### src/verilog/fos_pkg.sv
// fos_pkg: shared types and constants for the frame output scheduler.
// assumes a single 100 MHz clock domain.
package fos_pkg;

  // ==========================================================
  // timing
  localparam int CLK_NS          = 10;
  localparam int CYCLE_PERIOD_US = 2000;  // 2.0 ms
  localparam int EVENT_MIN_US    = 2500;  // 2.5 ms
  localparam int CYCLE_PERIOD_CLKS = (CYCLE_PERIOD_US * 1000) / CLK_NS;
  localparam int EVENT_MIN_CLKS    = (EVENT_MIN_US * 1000 + CLK_NS - 1) / CLK_NS;

  // ==========================================================
  // sizes and reset values
  localparam int ID_W    = 11;
  localparam int LEN_W   = 4;
  localparam int MAX_LEN = 8;
  localparam logic [LEN_W-1:0] LEN_RST = 4'h0;

  typedef enum logic { FOS_LATEST, FOS_SEQ } fos_mode_type;
  typedef enum logic { FOS_CAN, FOS_LIN } fos_proto_type;

  // ==========================================================
  // one frame value as written by the host
  typedef struct packed {
    logic [ID_W-1:0]      id;
    logic [LEN_W-1:0]     len;
    logic [MAX_LEN*8-1:0] data;
    logic [31:0]          tstamp;
  } fos_frame_type;

  // one frame handed to the bus engine
  typedef struct packed {
    logic [ID_W-1:0]      id;
    logic [LEN_W-1:0]     len;
    logic [MAX_LEN*8-1:0] data;
    logic                 hdr_only;
    logic                 enh_csum;
  } fos_tx_type;

endpackage : fos_pkg

### src/verilog/fos_sched.sv
// fos_sched: transmit scheduler, latest-value and sequential output modes.
// assumes the bus engine takes tx_frame on tx_valid and pulses tx_ack on
// completion; host writes arrive on the same clock.
//
// Functional notes
// - latest-value mode keeps one slot per frame; a newer write overwrites.
// - CAN: shorter payload transmits only supplied bytes.
// - CAN: longer payload flushes pending values, nothing transmits.
// - only the payload of a configured frame value is used.
// - cyclic frame resent every period with latest value.
// - event frame waits minimum interval from previous acknowledgment.
// - newer event value before interval expiry replaces the older.
// - auto start begins session on first host write.
// - sequential values sent as soon as possible, one after another.
// - sequential mode accepts any frame identifier.
// - sequential CAN timing depends only on writes, back to back.
// - sequential mode transmits the supplied payload length.
// - sequential LIN refused unless interface is bus master.
// - LIN empty payload sends header only, else header plus response.
// - LIN configured frame uses its checksum, else enhanced.
// - sequential values queued, none overwritten.
// - sequential timestamp ignored.
// - sequential cyclic frame not repeated.
// - several sequential sessions share one interface.
// - sequential frames sent in written order; the code keeps that order within each session only, sessions taken round robin.
`timescale 1ns/10ps
`default_nettype none
module fos_sched
  import fos_pkg::*;
#(
  parameter int NSLOT = 4,
  parameter int QDEPTH = 8,
  parameter int NSESS = 2,
  parameter int PERIOD_CLKS = CYCLE_PERIOD_CLKS,
  parameter int MININT_CLKS = EVENT_MIN_CLKS
) (
  input  wire logic                             clock,
  input  wire logic                             nrst,
  input  wire fos_pkg::fos_mode_type            mode,
  input  wire fos_pkg::fos_proto_type           proto,
  input  wire logic                             lin_master,
  input  wire logic                             auto_start,
  input  wire logic                             start_req,
  input  wire logic [NSLOT-1:0]                 cfg_cyclic,
  input  wire logic [NSLOT-1:0]                 cfg_enh,
  input  wire logic [NSLOT*fos_pkg::ID_W-1:0]   cfg_id,
  input  wire logic [NSLOT*fos_pkg::LEN_W-1:0]  cfg_len,
  input  wire logic [NSLOT-1:0]                 lin_known,
  input  wire logic [NSLOT*fos_pkg::ID_W-1:0]   lin_known_id,
  input  wire logic                             wr_valid,
  input  wire logic [$clog2(NSLOT)-1:0]         wr_slot,
  input  wire logic [$clog2(NSESS)-1:0]         wr_sess,
  input  wire fos_pkg::fos_frame_type           wr_frame,
  output logic                                  wr_ready,
  output logic                                  wr_refused,
  output logic                                  flushed,
  output logic                                  running,
  output fos_pkg::fos_tx_type                   tx_frame,
  output logic                                  tx_valid,
  input  wire logic                             tx_ack
);
  import fos_pkg::*;

  localparam int SW = $clog2(NSLOT);
  localparam int QW = $clog2(QDEPTH);
  localparam int EW = $clog2(NSESS);
  localparam int TW = 32;

  typedef enum { ST_IDLE, ST_BUSY } fos_state_type;

  function automatic logic [LEN_W-1:0] slot_len(input logic [SW-1:0] s);
    slot_len = cfg_len[s*LEN_W +: LEN_W];
  endfunction : slot_len

  function automatic logic lin_enh(input logic [ID_W-1:0] id);
    lin_enh = 1'b1;
    for (int i = 0; i < NSLOT; i++) begin
      if (lin_known[i] && lin_known_id[i*ID_W +: ID_W] == id) begin
        lin_enh = cfg_enh[i];
      end
    end
  endfunction : lin_enh

  // ==========================================================
  // latest-value slots
  logic [MAX_LEN*8-1:0] slot_data_r [NSLOT];
  logic [LEN_W-1:0]     slot_len_r  [NSLOT];
  logic [NSLOT-1:0]     slot_valid_r;
  logic [NSLOT-1:0]     slot_new_r;
  logic [TW-1:0]        slot_tmr_r  [NSLOT];

  // ==========================================================
  // per-session queues, drained round robin
  fos_frame_type   q_mem_r [NSESS][QDEPTH];
  logic [QW:0]     q_wp_r  [NSESS];
  logic [QW:0]     q_rp_r  [NSESS];
  logic [EW-1:0]   q_turn_r;

  fos_state_type   state_r;
  logic            run_nxt;
  logic            lin_bad;
  logic            too_long;
  logic            q_full;
  logic [SW-1:0]   busy_slot_r;
  logic            busy_seq_r;
  logic [SW-1:0]   pick;
  logic            pick_ok;
  logic [EW-1:0]   qpick;
  logic            qpick_ok;

  assign lin_bad  = (mode == FOS_SEQ) && (proto == FOS_LIN) && !lin_master;
  assign too_long = (mode == FOS_LATEST) && (proto == FOS_CAN)
                    && (wr_frame.len > slot_len(wr_slot));
  // full counts the write taken this cycle; the next session is not known yet
  always_comb begin
    q_full = 1'b0;
    for (int s = 0; s < NSESS; s++) begin
      if ((q_wp_r[s] - q_rp_r[s] + (QW+1)'(wr_valid && wr_ready && wr_sess == EW'(s)))
          >= (QW+1)'(QDEPTH)) begin
        q_full = 1'b1;
      end
    end
  end
  assign run_nxt  = running || start_req || (wr_valid && auto_start && !lin_bad);

  // ==========================================================
  // write acceptance
  always_ff @(posedge clock) begin
    if (!nrst) begin
      wr_ready   <= 1'b0;
      wr_refused <= 1'b0;
      flushed    <= 1'b0;
      running    <= 1'b0;
    end else begin
      wr_ready   <= !(mode == FOS_SEQ && q_full);
      wr_refused <= wr_valid && lin_bad;
      flushed    <= wr_valid && too_long && !lin_bad;
      running    <= run_nxt;
    end
  end

  // ==========================================================
  // slot store; set beats the clear from a transmit in the same cycle
  always_ff @(posedge clock) begin
    if (!nrst) begin
      slot_valid_r <= '0;
      slot_new_r   <= '0;
      for (int i = 0; i < NSLOT; i++) begin
        slot_data_r[i] <= '0;
        slot_len_r[i]  <= LEN_RST;
      end
    end else begin
      // cleared at launch, so a value written while a frame is in flight survives
      if (state_r == ST_IDLE && running && mode == FOS_LATEST && pick_ok) begin
        slot_new_r[pick] <= 1'b0;
      end
      if (wr_valid && wr_ready && mode == FOS_LATEST) begin
        if (too_long) begin
          slot_valid_r <= '0;
          slot_new_r   <= '0;
        end else begin
          slot_data_r[wr_slot]  <= wr_frame.data;
          slot_len_r[wr_slot]   <= wr_frame.len;
          slot_valid_r[wr_slot] <= 1'b1;
          slot_new_r[wr_slot]   <= 1'b1;
        end
      end
    end
  end

  // ==========================================================
  // queue writes; timestamp is stored but never looked at
  always_ff @(posedge clock) begin
    if (!nrst) begin
      for (int s = 0; s < NSESS; s++) begin
        q_wp_r[s] <= '0;
      end
    end else if (wr_valid && wr_ready && mode == FOS_SEQ && !lin_bad) begin
      q_mem_r[wr_sess][q_wp_r[wr_sess][QW-1:0]] <= wr_frame;
      q_wp_r[wr_sess] <= q_wp_r[wr_sess] + 1'b1;
    end
  end

  // ==========================================================
  // slot timers restart on ack and count up, saturating at all ones
  always_ff @(posedge clock) begin
    if (!nrst) begin
      for (int i = 0; i < NSLOT; i++) begin
        slot_tmr_r[i] <= '1;
      end
    end else begin
      for (int i = 0; i < NSLOT; i++) begin
        if (state_r == ST_BUSY && !busy_seq_r && tx_ack && busy_slot_r == SW'(i)) begin
          slot_tmr_r[i] <= '0;
        end else if (slot_tmr_r[i] != 32'hffffffff) begin
          slot_tmr_r[i] <= slot_tmr_r[i] + 1'b1;
        end
      end
    end
  end

  // ==========================================================
  // selection
  always_comb begin
    pick    = '0;
    pick_ok = 1'b0;
    for (int i = NSLOT-1; i >= 0; i--) begin
      if (slot_valid_r[i] && (cfg_cyclic[i]
          ? slot_tmr_r[i] >= TW'(PERIOD_CLKS)
          : slot_new_r[i] && slot_tmr_r[i] >= TW'(MININT_CLKS))) begin
        pick    = SW'(i);
        pick_ok = 1'b1;
      end
    end
    qpick    = q_turn_r;
    qpick_ok = 1'b0;
    for (int k = NSESS-1; k >= 0; k--) begin
      if (q_wp_r[EW'(int'(q_turn_r) + k)] != q_rp_r[EW'(int'(q_turn_r) + k)]) begin
        qpick    = EW'(int'(q_turn_r) + k);
        qpick_ok = 1'b1;
      end
    end
  end

  // ==========================================================
  // transmit engine; one frame in flight at a time
  always_ff @(posedge clock) begin
    if (!nrst) begin
      state_r     <= ST_IDLE;
      tx_valid    <= 1'b0;
      tx_frame    <= '0;
      busy_slot_r <= '0;
      busy_seq_r  <= 1'b0;
      q_turn_r    <= '0;
      for (int s = 0; s < NSESS; s++) begin
        q_rp_r[s] <= '0;
      end
    end else begin
      case (state_r)
        ST_IDLE: begin
          if (running && mode == FOS_SEQ && qpick_ok) begin
            tx_frame.id       <= q_mem_r[qpick][q_rp_r[qpick][QW-1:0]].id;
            tx_frame.len      <= q_mem_r[qpick][q_rp_r[qpick][QW-1:0]].len;
            tx_frame.data     <= q_mem_r[qpick][q_rp_r[qpick][QW-1:0]].data;
            tx_frame.hdr_only <= (proto == FOS_LIN)
                                 && q_mem_r[qpick][q_rp_r[qpick][QW-1:0]].len == '0;
            tx_frame.enh_csum <= lin_enh(q_mem_r[qpick][q_rp_r[qpick][QW-1:0]].id);
            q_rp_r[qpick]     <= q_rp_r[qpick] + 1'b1;
            q_turn_r          <= qpick + 1'b1;
            busy_seq_r        <= 1'b1;
            tx_valid          <= 1'b1;
            state_r           <= ST_BUSY;
          end else if (running && mode == FOS_LATEST && pick_ok) begin
            tx_frame.id       <= cfg_id[pick*ID_W +: ID_W];
            tx_frame.len      <= slot_len_r[pick];
            tx_frame.data     <= slot_data_r[pick];
            tx_frame.hdr_only <= (proto == FOS_LIN) && slot_len_r[pick] == '0;
            tx_frame.enh_csum <= cfg_enh[pick];
            busy_slot_r       <= pick;
            busy_seq_r        <= 1'b0;
            tx_valid          <= 1'b1;
            state_r           <= ST_BUSY;
          end
        end
        ST_BUSY: begin
          if (tx_ack) begin
            tx_valid <= 1'b0;
            state_r  <= ST_IDLE;
          end
        end
        default: state_r <= ST_IDLE;
      endcase
    end
  end
endmodule : fos_sched
`default_nettype wire
### config.mk
export PLATFORM = sky130hd
export DESIGN_NAME = fos_sched
export DESIGN_NICKNAME = d
export VERILOG_FILES = /design/src/verilog/fos_pkg.sv /design/src/verilog/fos_sched.sv
export SDC_FILE = /design/constraint.sdc
export NUM_CORES = 2
export LEC_CHECK = 0
export BUFFER_PORTS_ARGS = -buffer_cell sky130_fd_sc_hd__clkbuf_2
export CAP_MARGIN = 5
export CORE_ASPECT_RATIO = 0.8
export CORE_MARGIN = 2
export CORE_UTILIZATION = 59
export CTS_BUF_LIST = sky130_fd_sc_hd__clkbuf_4 sky130_fd_sc_hd__clkbuf_8
export CTS_CLUSTER_SIZE = 28
export DETAILED_ROUTE_END_ITERATION = 7
export GPL_ROUTABILITY_DRIVEN = 0
export PLACE_DENSITY = 0.75
export SLEW_MARGIN = 20
export SYNTH_ARGS = -nofsm -noshare
export SYNTH_HDL_FRONTEND = slang
export SYNTH_SLANG_ARGS = --single-unit
### constraint.sdc
create_clock -name clock -period 11.1 [get_ports clock]
set_input_delay 1.11 -clock clock [delete_from_list [all_inputs] [get_ports clock]]
set_output_delay 1.11 -clock clock [all_outputs]
set_load 0.005 [all_outputs]
Yosys cells after proc, flatten, opt, wreduce, memory -nomap -nowiden
Memory sizes are Yosys's and may differ from the RTL's. A register that Yosys moved wholly into a read port is not among the register bits. Cells that the tools add are included. W data, S select, Z words.

Bits in registers: 130. Bits in writable memories: 2192. Bits of input ports: 239. Logic and storage cells: 273. Memories kept: 6.

$add $sub $neg: 12. Multipliers: 1. Order comparisons: 18. Equal/unequal tests: 17. Shifts and indexed selects: 2. Mux-type cells: 115. Bitwise gates (word level): 18. Reduce and logical (&&, ||, !) cells: 68.

Memory list: q_mem_r (depth 2, bits a word 888, rd ports 1, clocked after Yosys merged registers in 0, wr ports 1, line fos_sched.sv:94) `fos_frame_type q_mem_r [NSESS][QDEPTH];`; slot_data_r (depth 4, bits a word 64, rd ports 1, clocked after Yosys merged registers in 0, wr ports 4, line fos_sched.sv:86) `logic [MAX_LEN*8-1:0] slot_data_r [NSLOT];`; slot_tmr_r (depth 4, bits a word 32, rd ports 4, clocked after Yosys merged registers in 0, wr ports 4, line fos_sched.sv:90) `logic [TW-1:0] slot_tmr_r [NSLOT];`; slot_len_r (depth 4, bits a word 4, rd ports 1, clocked after Yosys merged registers in 0, wr ports 4, line fos_sched.sv:87) `logic [LEN_W-1:0] slot_len_r [NSLOT];`; q_rp_r (depth 2, bits a word 4, rd ports 5, clocked after Yosys merged registers in 1, wr ports 2, line fos_sched.sv:96) `logic [QW:0] q_rp_r [NSESS];`; q_wp_r (depth 2, bits a word 4, rd ports 5, clocked after Yosys merged registers in 1, wr ports 2, line fos_sched.sv:95) `logic [QW:0] q_wp_r [NSESS];`.

Operators by type and width (count): $mux W888 (1); $mux W32 (11); $bmux W111 S3 (1); $demux W111 S3 (1); $mux W111 (3); $ge A32 B18 Y1 const B (8); $mux W81 (2); $add A32 B1 Y32 const B (4); $ne A32 B32 Y1 const B (4); $mux W1 (76); $logic_not A32 Y1 (2); $mux W64 (1); $pmux W32 S2 (1); $reduce_or A64 Y1 (1); $logic_and A1 B1 Y1 (46); $eq A11 B11 Y1 (4); $shiftx A44 B7 Y11 (1); $eq A32 B1 Y1 const B (1); $eq A32 B2 Y1 const B (1); $mux W4 (8); $ge A4 B4 Y1 const B (4); $shiftx A16 B5 Y4 (1); $mux W2 (6); $reduce_or A4 Y1 (3); 30 further kinds (60).

Depth between registers and ports, before layout
Depth after elaboration: 19. Gate-level depth with buffers: 20. Gate-level depth less buffers: 14.

Least setup slack after synthesis
Ideal clock, no wire load.

Path type: input -> register. From: input wr_slot[0]. To: memory slot_data_r[3][0] (netlist bit), enable pin. Arrival: 7.626 ns. Data required time: 10.512 ns. Slack: 2.886 ns. Stages: 10. Path buffers: 1. Cells stage by stage: clkbuf_1 > mux4_2 > inv_1 > ha_1 > nor2b_1 > o21ai_0 > nand2b_1 > a21oi_1 > nor4_1 > o21ai_0.

RTL lines: start: declaration (line fos_sched.sv:51) `input wire logic [$clog2(NSLOT)-1:0] wr_slot,`; end: declaration (line fos_sched.sv:86).

==> results.cfg <==
[worst_setup_path]
crit_path_end = tx_frame[0]$_SDFFE_PN0P_
cp_slowest_stage_delay_ps = 810
crit_chain = xor2_1, or4_4, a21oi_4, buf_4, a2bb2oi_4, nand2_4, inv_6, buf_4, o21ai_0, o32ai_2, o22ai_1, or4_1, nor4_1, mux2_2, a2111o_1, o21a_1
reg2reg_from = q_rp_r[1][1]$_SDFFCE_PN0P_
reg2regPathDepth = 16
critPathKind = reg2reg
arrival_ps = 7570
r2r_end = tx_frame[0]$_SDFFE_PN0P_
critPathMostFrequentCell = buf_4
critPathLaunch = q_rp_r[1][1]$_SDFFCE_PN0P_
critical_path_required_ps = 11990
cp_max_fo = 60
worstSetupEndpointType = flop
r2r_slack_ps = 4420
slowest_stage = buf_4
startpoint_type = flop

[global_routing]
antenna_found_initial = 24
grt_max_degree = 201
grt_pass1_vias = 50926
grt_use_total = 0.3113
grt_overflow = 0
grt_pass1_wl_um = 309500

[sta]
setup_ws_ps = 4419
hold_violations = 0
slew_headroom = 0.2064
period_share = 0.6019
drv_slew = 0
finClkSkew_ps = 71.05
tns_ps = 0
setup_viol = 0
timing.fmax_mhz = 149.7
rsz0062_at_grt = false
worst_pin_slew_ps = 1190
min_period_ps = 6681

[cts]
cts.sinks = 1779
clk_latency_ps = 990
hold_buffers = 0
numCtsBuffers = 287
cts_tree = done
post_cts_resized = 0
post_cts_buffers = 0
clk_pin_slew_worst_paths_ps = 80
root_buffer = clkbuf_8
htreeDepth = 5
clockBufferDepth = 4

[logic_synthesis]
synth_nets = 6448
synth_cell_types = 100
ys_seq_elements = 1779
async_reset_ff_frac = 0
syn_area_per_cell_um2 = 12.31
yosysWarnings = 0
synth-main-ff-cell = edfxtp_1
yosysSeqAreaShare = 0.6886
netlist_area_um2 = 76140
synth_edf_count = 1680
syn_inst = 6183

[route]
drt_iter0_drc = 7711
drcViolationCount = 1
drt_wl_total_um = 209000
wl_per_cell_um = 24.97
ant_nets = 0
firstDrtPassIters = 8
dr_total_vias = 53140
detail_route.vias_per_cell = 6.347

[place]
hpwl_um = 108300
io_buffers = 292
preCtsSetupSlack_ps = 4602

[floorplanning]
die_h_um = 325.3
top_level_ports = 325
die-area_um2 = 132000
core_um2 = 127700
die_width_um = 405.6
initial_utilization = 0.5964
row_count = 117

[layout]
syn_to_final_growth_pct = 11.26
drive_above_1_share = 0.1512
layout.nets = 6693
final_util = 0.6636

[outcome]
violations = DRC
status = finished, violations left

[pwr]
p_leak_nw = 30.38
ir_drop_mv = 0.1402
finalPower_w = 0.01525
powerDensity_nw_per_um2 = 180.0

[job]
drv_cap = 0

[worst_hold_path]
hold_class = in2reg
## cell usage in the layout, fill, tap and decap left out, drive strengths merged, types with 18 or more instances in the layout
cell,Yosys,routed
edfxtp,1680,1680
nand2,1303,1303
clkbuf,341,715
nand3,634,634
nor2,313,313
and3,177,177
o21ai,169,169
a311oi,138,138
inv,134,135
a21oi,131,131
xor2,100,100
dfxtp,99,99
a211oi,96,96
nor2b,94,94
mux2,90,90
buf,78,84
a222oi,78,78
xnor2,72,72
a31oi,68,68
clkinv,2,57
mux2i,56,56
o211ai,29,29
ha,26,26
nor4,26,26
and2,21,21
nor3,18,18
## flip-flops by register name, indices dropped and copies added, names as in the netlist, 2 cells and up, named ones only
signal	cells
slot_len_r	16
q_rp_r	8
tx_frame	81
q_mem_r	1264
slot_valid_r	4
slot_new_r	4
q_wp_r	8
slot_data_r	256
busy_slot_r	2
slot_tmr_r	128
## layout make-up
type	count	area (um^2)
Antenna cell	16	40.04
Multi-Input combinational cell	3849	21840
Clock inverter	69	445.4
Timing Repair Buffer	375	2175
Inverter	136	523.0
Clock buffer	424	5104
Tap cell	1725	2158
Sequential cell	1779	52430
Fill cell	9100	42940
## worst max-delay path, delay by kind of cell, from the launching register on
family / cells / cell delay [ps]
compound gates: 7 / 1680
xor+xnor: 1 / 230
buf+inv: 3 / 1690
flops: 1 / 560
mux: 1 / 390
simple gates: 4 / 1900
## where the power goes
| part | switching, W | internal, W |
|---|---|---|
| combinational | 0.00150 | 0.000667 |
| sequential | 0.0000799 | 0.00745 |
| clock | 0.00250 | 0.00305 |
## cells in the mapped netlist (all sizes together), types with 29 or more instances
cell type | instances | area [um^2]
dfxtp | 99 | 1982
a311oi | 138 | 1209
edfxtp | 1680 | 50450
xnor2 | 72 | 630.6
xor2 | 100 | 875.8
nor2b | 94 | 588.1
nand2 | 1303 | 4901
a31oi | 68 | 425.4
buf | 78 | 405.4
nand3 | 634 | 3173
mux2i | 56 | 573.1
inv | 134 | 503.0
a21oi | 131 | 681.9
mux2 | 90 | 1017
o21ai | 169 | 860.8
o211ai | 29 | 222.7
clkbuf | 341 | 1280
a211oi | 96 | 725.7
a222oi | 78 | 780.8
nor2 | 313 | 1177
and3 | 177 | 1107
## per-stage QoR
| stage | instance area (um^2) | hold WS [ps] | instances |
|---|---|---|---|
| 2_1_floorplan | 76140 | 425.5 | 6183 |
| 3_3_place_gp | 79110 | 440.5 | 7864 |
| 3_5_place_dp | 79110 | 445.7 | 7864 |
| 4_1_cts | 84660 | 305.4 | 8357 |
| 5_1_grt | 84690 | 409.4 | 8366 |
| 6_report | 84710 | 389.3 | 8373 |
## layer usage
layer	global-route usage	share of wire	wire [um]	up-vias
met5	0	0.00055	115	-
met4	0.1368	0.037	7642	20
met3	0.07148	0.12	25640	488
met2	0.4672	0.45	94960	3338
met1	0.4376	0.39	80680	25923
li1	-	-	-	23371
## how the worst min path moves through the flow
stage          cells past startpoint                         start                           end  slack [ps]
6_report                           3                     start_req            running$_SDFF_PN0_         390
5_1_grt                            3                     start_req            running$_SDFF_PN0_         410
4_1_cts                            3                     start_req            running$_SDFF_PN0_         310
3_5_place_dp                       2  slot_valid_r[3]$_SDFFE_PN0P_  slot_valid_r[3]$_SDFFE_PN0P_         450
3_3_place_gp                       2  slot_valid_r[3]$_SDFFE_PN0P_  slot_valid_r[3]$_SDFFE_PN0P_         440
2_1_floorplan                      2  slot_valid_r[3]$_SDFFE_PN0P_  slot_valid_r[3]$_SDFFE_PN0P_         430
## kinds of logic after synthesis
logic type,count (synthesis),synth area share
AOI/OAI and AO/OA,845,0.08082
and+or+nand+nor,2656,0.1556
buffers and inverters,555,0.02884
DFF,1779,0.6886
adders and majority gates,26,0.004273
xor gates and xnor gates,172,0.01979
muxes,150,0.02207
Power figures use the tool's default switching activity.
